**src/rtl/loop_status_pkg.sv**
```systemverilog
`default_nettype none
package loop_status_pkg;
   // ==========================================
   // Word offsets from the loop's base channel n
   localparam logic [3:0]  WORD_FIRST_OFS    = 4'h4;
   localparam logic [3:0]  WORD_SECOND_OFS   = 4'h5;
   // ==========================================
   // Coil numbering: base + stride * (loop - 1)
   localparam logic [15:0] COIL_BASE         = 16'h0128;
   localparam logic [15:0] COIL_LOOP_STRIDE  = 16'h0030;
   localparam logic [15:0] COIL_PER_WORD     = 16'h0010;
   localparam logic [15:0] COIL_MAPPED       = 16'h0020;
   // ==========================================
   // Bit layout: triplets and bit 12 shared by both words, bits 13..15 differ per word
   localparam int          ALARMS_PER_WORD   = 4;
   localparam int          TRIPLET           = 3;
   localparam int          FLD_ACTIVE        = 0;
   localparam int          FLD_PENDING_ACK   = 1;
   localparam int          FLD_ENABLED       = 2;
   localparam int          BIT_OUT_OF_SVC    = 12;
   localparam int          BIT_CONFIG_CHG    = 13;
   localparam int          BIT_EVENT_PEND    = 14;
   localparam int          BIT_EVENT_LIVE    = 15;
   localparam int          BIT_BUTTON_FIRST  = 13;
   localparam int          BUTTONS           = 3;
   // ==========================================
   // Host write masks and reset values
   localparam logic [15:0] WMASK_SECOND      = 16'h5db6;
   localparam logic [15:0] WMASK_FIRST       = 16'h1db6;
   localparam logic [15:0] WORD_RESET        = 16'h0000;
endpackage : loop_status_pkg
`default_nettype wire
```
**src/rtl/loop_alarm_status_words.sv**
```systemverilog
`timescale 1ns/1ps
`default_nettype none
// Behaviour
// - Second word holds four alarm triplets active/pending/enabled, alarm four ends bit 11.
// - Active flags are read-only, one while the alarm condition holds, the alarm is enabled and not out of service.
// - Pending-ack flags read one while unacknowledged; host may write them.
// - Enabled flags are host read/write; one enables that alarm.
// - Bit 12 is read/write out-of-service flag for the four alarms of the second word.
// - Bit 13 of second word is read-only, one once loop configured.
// - Bit 14 flags unacknowledged loop event; device sets, host may write.
// - Bit 15 is read-only, one while a loop event is active.
// - Sequencer alarm word answers at channel offset n+5.
// - Analog first word at n+4 holds inputs one and two alarm triplets.
// - Analog second word at n+5 holds inputs three and four triplets.
// - Each bit is also a coil: base plus 48 per loop, consecutive.
// - Analog first word bits 13..15 show the three pushbutton switch states.
// - Writing one to a pushbutton bit acts as press and release.
// - Sustained switch: a written press toggles and holds the position.
// - Momentary switch: a written press closes it for exactly one scan.
// - Analog first word bit 12 is out-of-service for inputs one and two.
// - Sequencer word at n+4 lies outside this block and reads zero.
module loop_alarm_status_words (
   input  wire logic        clk,
   input  wire logic        arst_n,
   input  wire logic        analog_indicator_loop,
   input  wire logic [5:0]  loop_number,
   input  wire logic        scan_tick,
   input  wire logic [3:0]  alarm_cond_first,
   input  wire logic [3:0]  alarm_cond_second,
   input  wire logic        config_done,
   input  wire logic        event_live,
   input  wire logic        event_raise,
   input  wire logic [2:0]  switch_mode_input,
   input  wire logic        host_req,
   input  wire logic        host_write,
   input  wire logic        host_coil,
   input  wire logic [15:0] host_addr,
   input  wire logic [15:0] host_wdata,
   output logic             host_ack,
   output logic [15:0]      host_rdata,
   output logic [2:0]       switch_closed
);
   // ==========================================
   // State
   typedef struct packed {
      logic [15:0] first;
      logic [15:0] second;
      logic [2:0]  closed;
      logic [2:0]  press;
      logic [15:0] rdata;
      logic        ack;
   } state_t;

   state_t state_reg;
   state_t state_next;

   logic [15:0] loop_base;
   logic [15:0] coil_rel;
   logic        coil_hit;
   logic        sel_first;
   logic        sel_second;
   logic [15:0] wr_first;
   logic [15:0] wr_second;
   logic [15:0] view_first;

   // ==========================================
   // Address decode
   always_comb begin
      loop_base = loop_status_pkg::COIL_BASE
                + 16'(loop_status_pkg::COIL_LOOP_STRIDE * 16'(loop_number - 6'h01));
      coil_rel  = host_addr - loop_base;
      coil_hit  = coil_rel < loop_status_pkg::COIL_MAPPED;
      if (host_coil) begin
         sel_first  = coil_hit && coil_rel < loop_status_pkg::COIL_PER_WORD;
         sel_second = coil_hit && coil_rel >= loop_status_pkg::COIL_PER_WORD;
      end else begin
         sel_first  = host_addr == 16'(loop_status_pkg::WORD_FIRST_OFS);
         sel_second = host_addr == 16'(loop_status_pkg::WORD_SECOND_OFS);
      end
      // Sequencer n+4 word belongs to another block
      sel_first = sel_first && analog_indicator_loop;
      view_first = state_reg.first;
      view_first[15:13] = state_reg.closed;
   end

   // ==========================================
   // Write data, merged per bit for coil access
   always_comb begin
      wr_first  = state_reg.first;
      wr_second = state_reg.second;
      if (host_coil) begin
         wr_first[coil_rel[3:0]]  = host_wdata[0];
         wr_second[coil_rel[3:0]] = host_wdata[0];
      end else begin
         wr_first  = host_wdata;
         wr_second = host_wdata;
      end
   end

   // ==========================================
   // Next state
   always_comb begin
      logic [15:0] wmask;
      logic        act_new;
      logic [2:0]  pressed;
      state_next     = state_reg;
      wmask          = 16'h0000;
      act_new        = 1'b0;
      pressed        = 3'b000;
      state_next.ack = host_req;
      state_next.rdata = 16'h0000;
      if (host_req && !host_write) begin
         if (sel_first) begin
            state_next.rdata = host_coil ? {15'h0000, view_first[coil_rel[3:0]]} : view_first;
         end else if (sel_second) begin
            state_next.rdata = host_coil ? {15'h0000, state_reg.second[coil_rel[3:0]]}
                                         : state_reg.second;
         end
      end
      if (host_req && host_write && sel_first) begin
         wmask = loop_status_pkg::WMASK_FIRST;
         state_next.first = (state_reg.first & ~wmask) | (wr_first & wmask);
         for (int b = 0; b < loop_status_pkg::BUTTONS; b++) begin
            pressed[b] = wr_first[loop_status_pkg::BIT_BUTTON_FIRST + b]
                      && (!host_coil
                      || coil_rel[3:0] == 4'(loop_status_pkg::BIT_BUTTON_FIRST + b));
         end
      end
      if (host_req && host_write && sel_second) begin
         wmask = loop_status_pkg::WMASK_SECOND;
         state_next.second = (state_reg.second & ~wmask) | (wr_second & wmask);
      end
      // Press waits for the scan so the button sees a whole scan
      state_next.press = state_reg.press | pressed;
      if (scan_tick) begin
         for (int i = 0; i < loop_status_pkg::ALARMS_PER_WORD; i++) begin
            act_new = alarm_cond_second[i]
                   && state_next.second[i*3 + loop_status_pkg::FLD_ENABLED]
                   && !state_next.second[loop_status_pkg::BIT_OUT_OF_SVC];
            if (act_new && !state_reg.second[i*3 + loop_status_pkg::FLD_ACTIVE]) begin
               // Set beats a host clear in the same cycle
               state_next.second[i*3 + loop_status_pkg::FLD_PENDING_ACK] = 1'b1;
            end
            state_next.second[i*3 + loop_status_pkg::FLD_ACTIVE] = act_new;
            act_new = alarm_cond_first[i] && analog_indicator_loop
                   && state_next.first[i*3 + loop_status_pkg::FLD_ENABLED]
                   && !state_next.first[loop_status_pkg::BIT_OUT_OF_SVC];
            if (act_new && !state_reg.first[i*3 + loop_status_pkg::FLD_ACTIVE]) begin
               state_next.first[i*3 + loop_status_pkg::FLD_PENDING_ACK] = 1'b1;
            end
            state_next.first[i*3 + loop_status_pkg::FLD_ACTIVE] = act_new;
         end
         state_next.second[loop_status_pkg::BIT_CONFIG_CHG] = config_done;
         state_next.second[loop_status_pkg::BIT_EVENT_LIVE] = event_live;
         if (event_raise) begin
            state_next.second[loop_status_pkg::BIT_EVENT_PEND] = 1'b1;
         end
         for (int b = 0; b < loop_status_pkg::BUTTONS; b++) begin
            if (state_reg.press[b]) begin
               if (switch_mode_input[b]) begin
                  state_next.closed[b] = !state_reg.closed[b];
               end else begin
                  state_next.closed[b] = 1'b1;
               end
            end else if (!switch_mode_input[b]) begin
               state_next.closed[b] = 1'b0;
            end
         end
         state_next.press = pressed;
      end
      state_next.first[15:13] = 3'b000;
   end

   always_ff @(posedge clk or negedge arst_n) begin
      if (!arst_n) begin
         state_reg <= '0;
      end else begin
         state_reg <= state_next;
      end
   end

   assign host_ack      = state_reg.ack;
   assign host_rdata    = state_reg.rdata;
   assign switch_closed = state_reg.closed;
endmodule : loop_alarm_status_words
`default_nettype wire

```
**config.mk**
```make
export PLATFORM = sky130hd
export DESIGN_NAME = loop_alarm_status_words
export DESIGN_NICKNAME = d
export VERILOG_FILES = /design/src/rtl/loop_status_pkg.sv /design/src/rtl/loop_alarm_status_words.sv
export SDC_FILE = /design/constraint.sdc
export NUM_CORES = 1
export LEC_CHECK = 0
export ABC_AREA = 1
export BUFFER_PORTS_ARGS = -buffer_cell sky130_fd_sc_hd__clkbuf_2
export CAP_MARGIN = 10
export CELL_PAD_IN_SITES_DETAIL_PLACEMENT = 2
export CELL_PAD_IN_SITES_GLOBAL_PLACEMENT = 2
export CORE_MARGIN = 4
export CORE_UTILIZATION = 35
export DETAILED_ROUTE_END_ITERATION = 10
export PLACE_DENSITY = 0.86
export SYNTH_ARGS = -nofsm -noshare
export SYNTH_HDL_FRONTEND = slang
export SYNTH_SLANG_ARGS = --single-unit
```
**constraint.sdc**
```tcl
create_clock -name clk -period 3.13 [get_ports clk]
set_input_delay 0.4695 -clock clk [delete_from_list [all_inputs] [get_ports clk]]
set_output_delay 0.4695 -clock clk [all_outputs]
set_load 0.05 [all_outputs]
```
==> results of run 1 <==
==> final cells by class <==
class,count,area [um^2]
well taps,180,225
clock inverters,2,15.0
inverters,129,517
fillers,1521,6670
flip-flops and latches,52,1300
clock buffers,6,139
repair buffers,160,1270
multi-input cells,484,3690
==> cell usage after synthesis (all sizes together) (2+ instances only) <==
cell / n
a211oi: 15
a21boi: 4
a21o: 2
a21oi: 45
a22oi: 2
a31oi: 2
and3: 2
buf: 28
clkbuf: 11
clkinv: 4
dfrtp: 52
ha: 34
inv: 125
nand2: 171
nand3: 51
nand3b: 4
nand4: 12
nor2: 44
nor3: 7
o2111ai: 2
o211ai: 2
o21ai: 43
o22ai: 11
o311ai: 2
o31ai: 2
xnor2: 8
xor2: 10
==> cells by family (layout without fill, tap and decap cells) <==
| kind of cell | count (synthesis) | in the layout |
|---|---|---|
| AOI/OAI and AO/OA | 137 | 137 |
| and+or+nand+nor | 294 | 294 |
| DFF | 52 | 52 |
| adders and majority gates | 35 | 35 |
| xor gates and xnor gates | 18 | 18 |
| buffers and inverters | 168 | 297 |
==> power breakdown <==
group	leakage [nW]	internal, mW	switching (mW)	total [mW]
logic	2.73	0.562	1.04	1.60
clock network	0.0691	0.321	0.322	0.643
registers	0.688	0.678	0.0125	0.691
==> cells in the final DEF, fill, tap and decap left out, drive strengths merged, types with 4 or more instances in the layout <==
cell type,n
a21boi,4
xnor2,8
clkinv,4
nand2,171
a21oi,45
nand3,51
nand3b,4
ha,34
buf,83
clkbuf,83
nand4,12
nor3,7
nor2,44
dfrtp,52
a211oi,15
o21ai,43
inv,125
xor2,10
o22ai,11
==> timing repair <==
action,4_1_cts,5_1_grt
setup endpoints to repair,46,46
cloned,2,3
setup buffers,14,21
gates resized for setup,64,84
pin swaps,29,44
==> path summary, 6_finish.rpt <==
path | from | endpoint | slack, ps | cells after the start
max in group asynchronous | arst_n | state_reg[43] | 2010 | 2
worst max-delay path | loop_number[1] | state_reg[23] | -1750 | 29
min in group clk | host_req | host_ack | 330 | 1
worst min-delay path | arst_n | state_reg[46] | 230 | 1
worst min register to register | state_reg[19] | state_reg[19] | 520 | 2
worst max register to register | state_reg[40] | host_rdata[0] | 800 | 10
==> layer usage <==
metal  routed length, um  part of all wire  up-vias
li1                    -                 -     2527
met1               10800              0.34     3023
met2               16500              0.51      405
met3                2130             0.066      183
met4                2850             0.088        0
met5                   0                 0        -
==> worst max-delay path: cells and delay by family <==
family          cells  cell delay (ps)
fa+ha+maj           3              840
buf+inv             5              680
simple gates       15             1820
xor+xnor            2              440
compound gates      4              870
==> impl_metrics.env, run 1 <==
export IMPL_outcome="complete, but fails checks"
export IMPL_violations="setup timing"
export IMPL_antenna_found_initial=0
export IMPL_critPathRequiredTime_ps=3360
export IMPL_rsz0062_at_grt="true"
export IMPL_setup_viol_count_final=46
export IMPL_avgSynthCellArea_um2=6.98
export IMPL_use_met2=0.561
export IMPL_wl_per_cell_um=31.9
export IMPL_finalSetupTns_ps=-66230
export IMPL_ys_warn_count=0
export IMPL_vdd_drop_max_mv=0.288
export IMPL_cp_start_kind="input pin"
export IMPL_die_y_um=127
export IMPL_hold_path_class="input pin to asynchronous set/reset pin"
export IMPL_finalWirelength_mm=32.3
export IMPL_layout_nets=926
export IMPL_power_density_nw_per_um2=410
export IMPL_top_usage_layer="met2"
export IMPL_max_cap_viol_count=0
export IMPL_syn_to_final_growth_pct=45.7
export IMPL_insertion_delay_ps=320
export IMPL_dr_pass1_iters=5
export IMPL_largest_register_ffs=32
export IMPL_htree_levels=2
export IMPL_drtAntennaViolNets=0
export IMPL_critPathKind="input pin to flop"
export IMPL_synth_fa_ha_area_frac=0.0906
export IMPL_placementRows=43
export IMPL_worst_pin_slew_ps=937
export IMPL_gp_congestion=0.953
export IMPL_die_area_um2=16000
export IMPL_global_route_overflow_total=0
export IMPL_cts_root_buffer="clkbuf_16"
export IMPL_synthMuxAreaShare=0
export IMPL_top_level_ports=79
export IMPL_clkTransAtPathRegs_ps=90
export IMPL_grt_pass1_vias=6492
export IMPL_ys_types=55
export IMPL_synth_compound_area_share=0.178
export IMPL_drc=0
export IMPL_worst_slack_ps=-1750
export IMPL_yosys_area_share_simple=0.279
export IMPL_pre_cts_slack_ps=-1630
export IMPL_ctsHoldBuffers=0
export IMPL_coreArea_um2=13800
export IMPL_grt_max_degree=36
export IMPL_grt_first_pass_wirelength_mm=37.5
export IMPL_numCtsBuffers=5
export IMPL_synth_nets=798
export IMPL_finClkSkew_ps=10.8
export IMPL_synth_top_family_by_area="simple AND/OR/NAND/NOR gates"
export IMPL_synth_xor_area_frac=0.0321
export IMPL_place_area_um2=5910
export IMPL_synth_top_cell_by_area="dfrtp_1"
export IMPL_slew_headroom=0.375
export IMPL_synth_area_um2=4910
export IMPL_final_layout_size_suffix_gt1_frac=0.401
export IMPL_cpPeakStageDelay_ps=320
export IMPL_grt_usage=0.301
export IMPL_async_flop_share=1.00
export IMPL_period_share=1.56
export IMPL_die_w_um=127
export IMPL_routed_via_density=6.06
export IMPL_synth_seq_area_share=0.265
export IMPL_drt_first_iter_violations=464
export IMPL_diodes=0
export IMPL_cts_tree="built"
export IMPL_fin_crit_ps=4880
export IMPL_clock_path_buffers=2
export IMPL_stdcell_area_um2=7160
export IMPL_arrival_ps=5110
export IMPL_finalPower_mw=2.94
export IMPL_fmax_ghz=0.205
export IMPL_stdcell_count=1013
export IMPL_use_met1=0.331
export IMPL_hold_ws_ps=229
export IMPL_synth_seq_cells=52
export IMPL_port_buffers=75
export IMPL_final_max_slew_violation_count=0
export IMPL_crit_fanout=6
export IMPL_hold_viol=0
export IMPL_path_common_cell="nor2_4"
export IMPL_place_inst=967
export IMPL_vias=6138
export IMPL_cp_slowest_cell="ha_4"
export IMPL_worstSetupEndpointType="flop"
export IMPL_fin_util=0.518
export IMPL_synth_ff_type="dfrtp_1"
export IMPL_synth_top_cell_area_share=0.265
export IMPL_hpwl_mm=15.5
export IMPL_synth_edf_count=0
export IMPL_synth_area_leaders="dfrtp_1 26%, nand2_1 12%, inv_1 8.9%"
export IMPL_synth_cells=704
export IMPL_clock_sinks=52
export IMPL_gr_usage_met3=0.0341
export IMPL_leakage_nw=3.48
export IMPL_start_util=0.355
Note: power is estimated with default switching activity, not from simulation.
==> inputs of run 2 (changes only) <==
- ABC_AREA: 1 -> unset
- CORE_UTILIZATION: 35 -> 38
==> run 2 against run 1 <==
Net effect:
- the flow now stops in global routing (5_1_grt)
- synthesized cell count fell by 25%
- area after synthesis decreased by 3.7%
==> impl_metrics.env, run 2 <==
export IMPL_top_level_ports=79
export IMPL_htree_levels=2
export IMPL_hpwl_mm=16.9
export IMPL_ys_types=80
export IMPL_outcome="stopped before the end"
export IMPL_die_w_um=120
export IMPL_synth_area_leaders="dfrtp_1 27%, ha_1 9.0%, a21oi_1 4.1%"
export IMPL_cts_root_buffer="clkbuf_16"
export IMPL_synth_nets=619
export IMPL_yosys_top_cells_count="52 x dfrtp_1, 47 x inv_1, 39 x a21oi_1, 35 x nand2_1, 35 x nor2_1"
export IMPL_synth_ff_type="dfrtp_1"
export IMPL_synth_top_cell_area_share=0.275
export IMPL_stop_stage="global routing (5_1_grt)"
export IMPL_firstError="[ERROR DPL-0033] detailed placement checks failed during check placement."
export IMPL_grt_worst_endpoint="state_reg[27]$_DFF_PN0_/D"
export IMPL_post_synth_top_count_cell="dfrtp_1"
export IMPL_synth_seq_area_share=0.275
export IMPL_avgSynthCellArea_um2=9.02
export IMPL_worstEpCategory="register data pin"
export IMPL_grt_max_degree=34
export IMPL_placementRows=40
export IMPL_die_y_um=120
export IMPL_port_buffers=75
export IMPL_async_flop_share=1.00
export IMPL_clock_sinks=52
export IMPL_start_util=0.391
export IMPL_antenna_found_initial=6
export IMPL_synth_area_um2=4730
export IMPL_synth_cells=525
export IMPL_ctsHoldBuffers=0
export IMPL_numCtsBuffers=5
export IMPL_synth_seq_cells=52
export IMPL_ys_warn_count=0
export IMPL_synth_top_cell_by_area="dfrtp_1"
export IMPL_synth_edf_count=0
export IMPL_place_area_um2=5860
export IMPL_clock_path_buffers=2
export IMPL_gp_congestion=0.904
==> run 2: cell count changes after synthesis, sizes merged, moves of 7 or more <==
cell / change
a211oi: -8
a21o: +10
a22oi: +20
a41o: +8
and2: +7
inv: -78
mux4: +8
nand2: -135
nand3: -40
nor2: -9
o21ai: -21
o22ai: -8
==> run 2: kinds of logic after synthesis <==
family | share of synthesized area
AOI/OAI and AO/OA | 0.274
xor gates and xnor gates | 0.0365
adders and majority gates | 0.0941
buffers and inverters | 0.108
DFF | 0.275
muxes | 0.0632
and+or+nand+nor | 0.150
==> run 2: repair_timing <==
action,in CTS
setup endpoints to repair,46
gates cloned,2
buffers inserted,21
pin swaps,35
gates resized for setup,84
==> run 2: metrics by stage <==
stage	instances	worst slack (ps)	TNS, ps	utilization
4_1_cts	839	-1590	-67170	0.556
2_1_floorplan	525	-1090	-44280	-
3_5_place_dp	809	-2070	-87690	0.484
3_3_place_gp	809	-1590	-65350	0.484
==> inputs of run 3 (changes only) <==
- CELL_PAD_IN_SITES_DETAIL_PLACEMENT: 2 -> unset
- CELL_PAD_IN_SITES_GLOBAL_PLACEMENT: 2 -> unset
- CORE_UTILIZATION: 38 -> 40
- PLACE_DENSITY: 0.86 -> unset
- PLACE_DENSITY_LB_ADDON: unset -> 0.15
==> run 3 against run 2 <==
Net effect:
- the flow now finishes, with violations (setup timing)
- area after synthesis is the same
- synthesized cell count unchanged
==> impl_metrics.env, run 3 <==
export IMPL_cpPeakStageDelay_ps=460
export IMPL_dr_pass1_iters=5
export IMPL_max_cap_viol_count=0
export IMPL_path_buf_inv=5
export IMPL_ys_warn_count=0
export IMPL_clkTransAtPathRegs_ps=70
export IMPL_synth_area_leaders="dfrtp_1 27%, ha_1 9.0%, a21oi_1 4.1%"
export IMPL_p_clk_frac=0.222
export IMPL_crit_start="loop_number[0]"
export IMPL_insertion_delay_ps=300
export IMPL_post_synth_top_count_cell="dfrtp_1"
export IMPL_grt_pass1_vias=4561
export IMPL_setup_viol_count_final=46
export IMPL_seq_power_share=0.240
export IMPL_critical_path_top_delay_family="compound AO/OA/AOI/OAI gates"
export IMPL_synth_area_um2=4730
export IMPL_fmax_ghz=0.233
export IMPL_layout_common_cells="79 x buf_4, 73 x clkbuf_2, 52 x dfrtp_1, 41 x inv_1, 35 x nor2_1"
export IMPL_synth_seq_area_share=0.275
export IMPL_grt_usage=0.223
export IMPL_clock_sinks=52
export IMPL_coreArea_um2=11500
export IMPL_vias=4685
export IMPL_p_comb_frac=0.538
export IMPL_cp_slowest_cell="or3_4"
export IMPL_drt_first_iter_violations=384
export IMPL_finalWirelength_mm=15.3
export IMPL_yosys_area_share_simple=0.150
export IMPL_synth_ff_type="dfrtp_1"
export IMPL_power_density_nw_per_um2=425
export IMPL_synth_top_family_by_area="compound AO/OA/AOI/OAI gates"
export IMPL_diodes=0
export IMPL_global_route_overflow_total=0
export IMPL_crit_fanout=7
export IMPL_cp_start_kind="input pin"
export IMPL_pre_cts_slack_ps=-1730
export IMPL_worst_pin_slew_ps=708
export IMPL_die_area_um2=13600
export IMPL_htree_levels=2
export IMPL_rr_startpoint="state_reg[51]"
export IMPL_leakage_nw=3.07
export IMPL_ys_types=80
export IMPL_layout_area_seq_um2=1300
export IMPL_die_w_um=117
export IMPL_period_share=1.37
export IMPL_largest_register_ffs=32
export IMPL_clock_path_buffers=2
export IMPL_start_util=0.411
export IMPL_critPathKind="input pin to flop"
export IMPL_final_layout_size_suffix_gt1_frac=0.471
export IMPL_synth_cells=525
export IMPL_layout_commonest_cell="buf_4"
export IMPL_numCtsBuffers=5
export IMPL_power_switching_mw=1.06
export IMPL_synth_fa_ha_area_frac=0.0941
export IMPL_hpwl_mm=11.5
export IMPL_fillers=999
export IMPL_grt_first_pass_wirelength_mm=23.9
export IMPL_layout_nets=756
export IMPL_grt_max_degree=28
export IMPL_worstSetupEndpointType="flop"
export IMPL_multi_input_area_um2=3630
export IMPL_final_max_slew_violation_count=0
export IMPL_worst_slack_ps=-1170
export IMPL_vdd_drop_max_mv=0.226
export IMPL_ctsHoldBuffers=0
export IMPL_wl_per_cell_um=19.0
export IMPL_drtAntennaViolNets=0
export IMPL_yosys_top_cells_count="52 x dfrtp_1, 47 x inv_1, 39 x a21oi_1, 35 x nand2_1, 35 x nor2_1"
export IMPL_fin_crit_ps=4300
export IMPL_cts_tree="built"
export IMPL_synthMuxAreaShare=0.0632
export IMPL_arrival_ps=4500
export IMPL_hold_path_class="input pin to asynchronous set/reset pin"
export IMPL_rsz0062_at_grt="true"
export IMPL_fin_util=0.584
export IMPL_die_y_um=117
export IMPL_synth_nets=619
export IMPL_synth_seq_cells=52
export IMPL_outcome="complete, but fails checks"
export IMPL_avgSynthCellArea_um2=9.02
export IMPL_switching_share=0.372
export IMPL_syn_to_final_growth_pct=42.1
export IMPL_p_int_mw=1.80
export IMPL_synth_edf_count=0
export IMPL_placementRows=39
export IMPL_synth_compound_area_share=0.274
export IMPL_routed_via_density=5.81
export IMPL_crit_chain="clkbuf_16 > buf_6 > nor3_4 > xor2_2 > ha_1 > buf_4 > xor2_2 > ha_1 > inv_1 > ha_4 > buf_6 > nand2_2 > o21ai_2 > a221o_1 > or3_4 > a21oi_4 > a41oi_4 > o21ai_4 > nand4_1 > o31ai_1"
export IMPL_finalPower_mw=2.86
export IMPL_synth_xor_area_frac=0.0365
export IMPL_drc=0
export IMPL_violations="setup timing"
export IMPL_slew_headroom=0.528
export IMPL_place_inst=776
export IMPL_critPathRequiredTime_ps=3330
export IMPL_hold_ws_ps=167
export IMPL_stdcell_count=806
export IMPL_port_buffers=75
export IMPL_finClkSkew_ps=3.85
export IMPL_synth_top_cell_area_share=0.275
export IMPL_hold_viol=0
export IMPL_gp_congestion=0.912
export IMPL_top_level_ports=79
export IMPL_async_flop_share=1.00
export IMPL_antenna_found_initial=0
export IMPL_synth_top_cell_by_area="dfrtp_1"
export IMPL_cts_root_buffer="clkbuf_16"
-- run 3: cell type report --
type                            instances  share of cell area
Inverter                               47              0.0299
Tap cell                              143              0.0266
Clock buffer                            6              0.0192
Clock inverter                          2             0.00576
Timing Repair Buffer                  171               0.185
Sequential cell                        52               0.193
Multi-Input combinational cell        385               0.540
-- run 3: logic make-up (layout without fill, tap and decap cells) --
| group | count (synthesis) | after routing |
|---|---|---|
| flip-flops | 52 | 52 |
| XOR/XNOR | 18 | 18 |
| AO/OA/AOI/OAI | 176 | 177 |
| buffers and inverters | 89 | 226 |
| adder cells (fa/ha/maj) | 35 | 35 |
| AND/OR/NAND/NOR | 137 | 137 |
| multiplexers | 18 | 18 |
-- run 3: metal layers --
metal	track usage	vias up	wire, um
li1	-	2221	-
met1	0.334	2268	7250
met2	0.336	172	6880
met3	0.0375	24	1000
met4	0.0528	0	209
met5	0	-	0
-- run 3: stage by stage --
step / setup TNS, ps / cell area [um^2]
3_3_place_gp: -65770 / 5730
3_5_place_dp: -71220 / 5730
4_1_cts: -46700 / 6340
2_1_floorplan: -44280 / 4950
5_1_grt: -56500 / 6730
6_report: -49190 / 6730
-- run 3: final timing paths --
kind | end | depth (start not counted) | slack, ps
setup / recovery | state_reg[43] | 20 | -1170
hold / removal | host_rdata[10] | 2 | 170
setup reg to reg | host_rdata[0] | 7 | 1040
hold reg to reg | state_reg[17] | 1 | 540
max in group asynchronous | state_reg[44] | 2 | 2680
min in group clk | host_ack | 1 | 350
-- run 3: power by group through the flow --
stage	logic, mW	clock network [mW]	registers, mW
after global placement	1.17	0	0.697
final	1.54	0.636	0.685
after detailed placement	1.20	0	0.697
after CTS	1.42	0.646	0.684
after floorplan	0.807	0	0.697
after global routing	1.65	0.673	0.686
-- run 3: repair_timing --
action,in CTS,in global routing
setup buffers,11,11
cloned,2,1
setup endpoints to repair,46,46
pin swaps,54,37
resized for setup,65,48
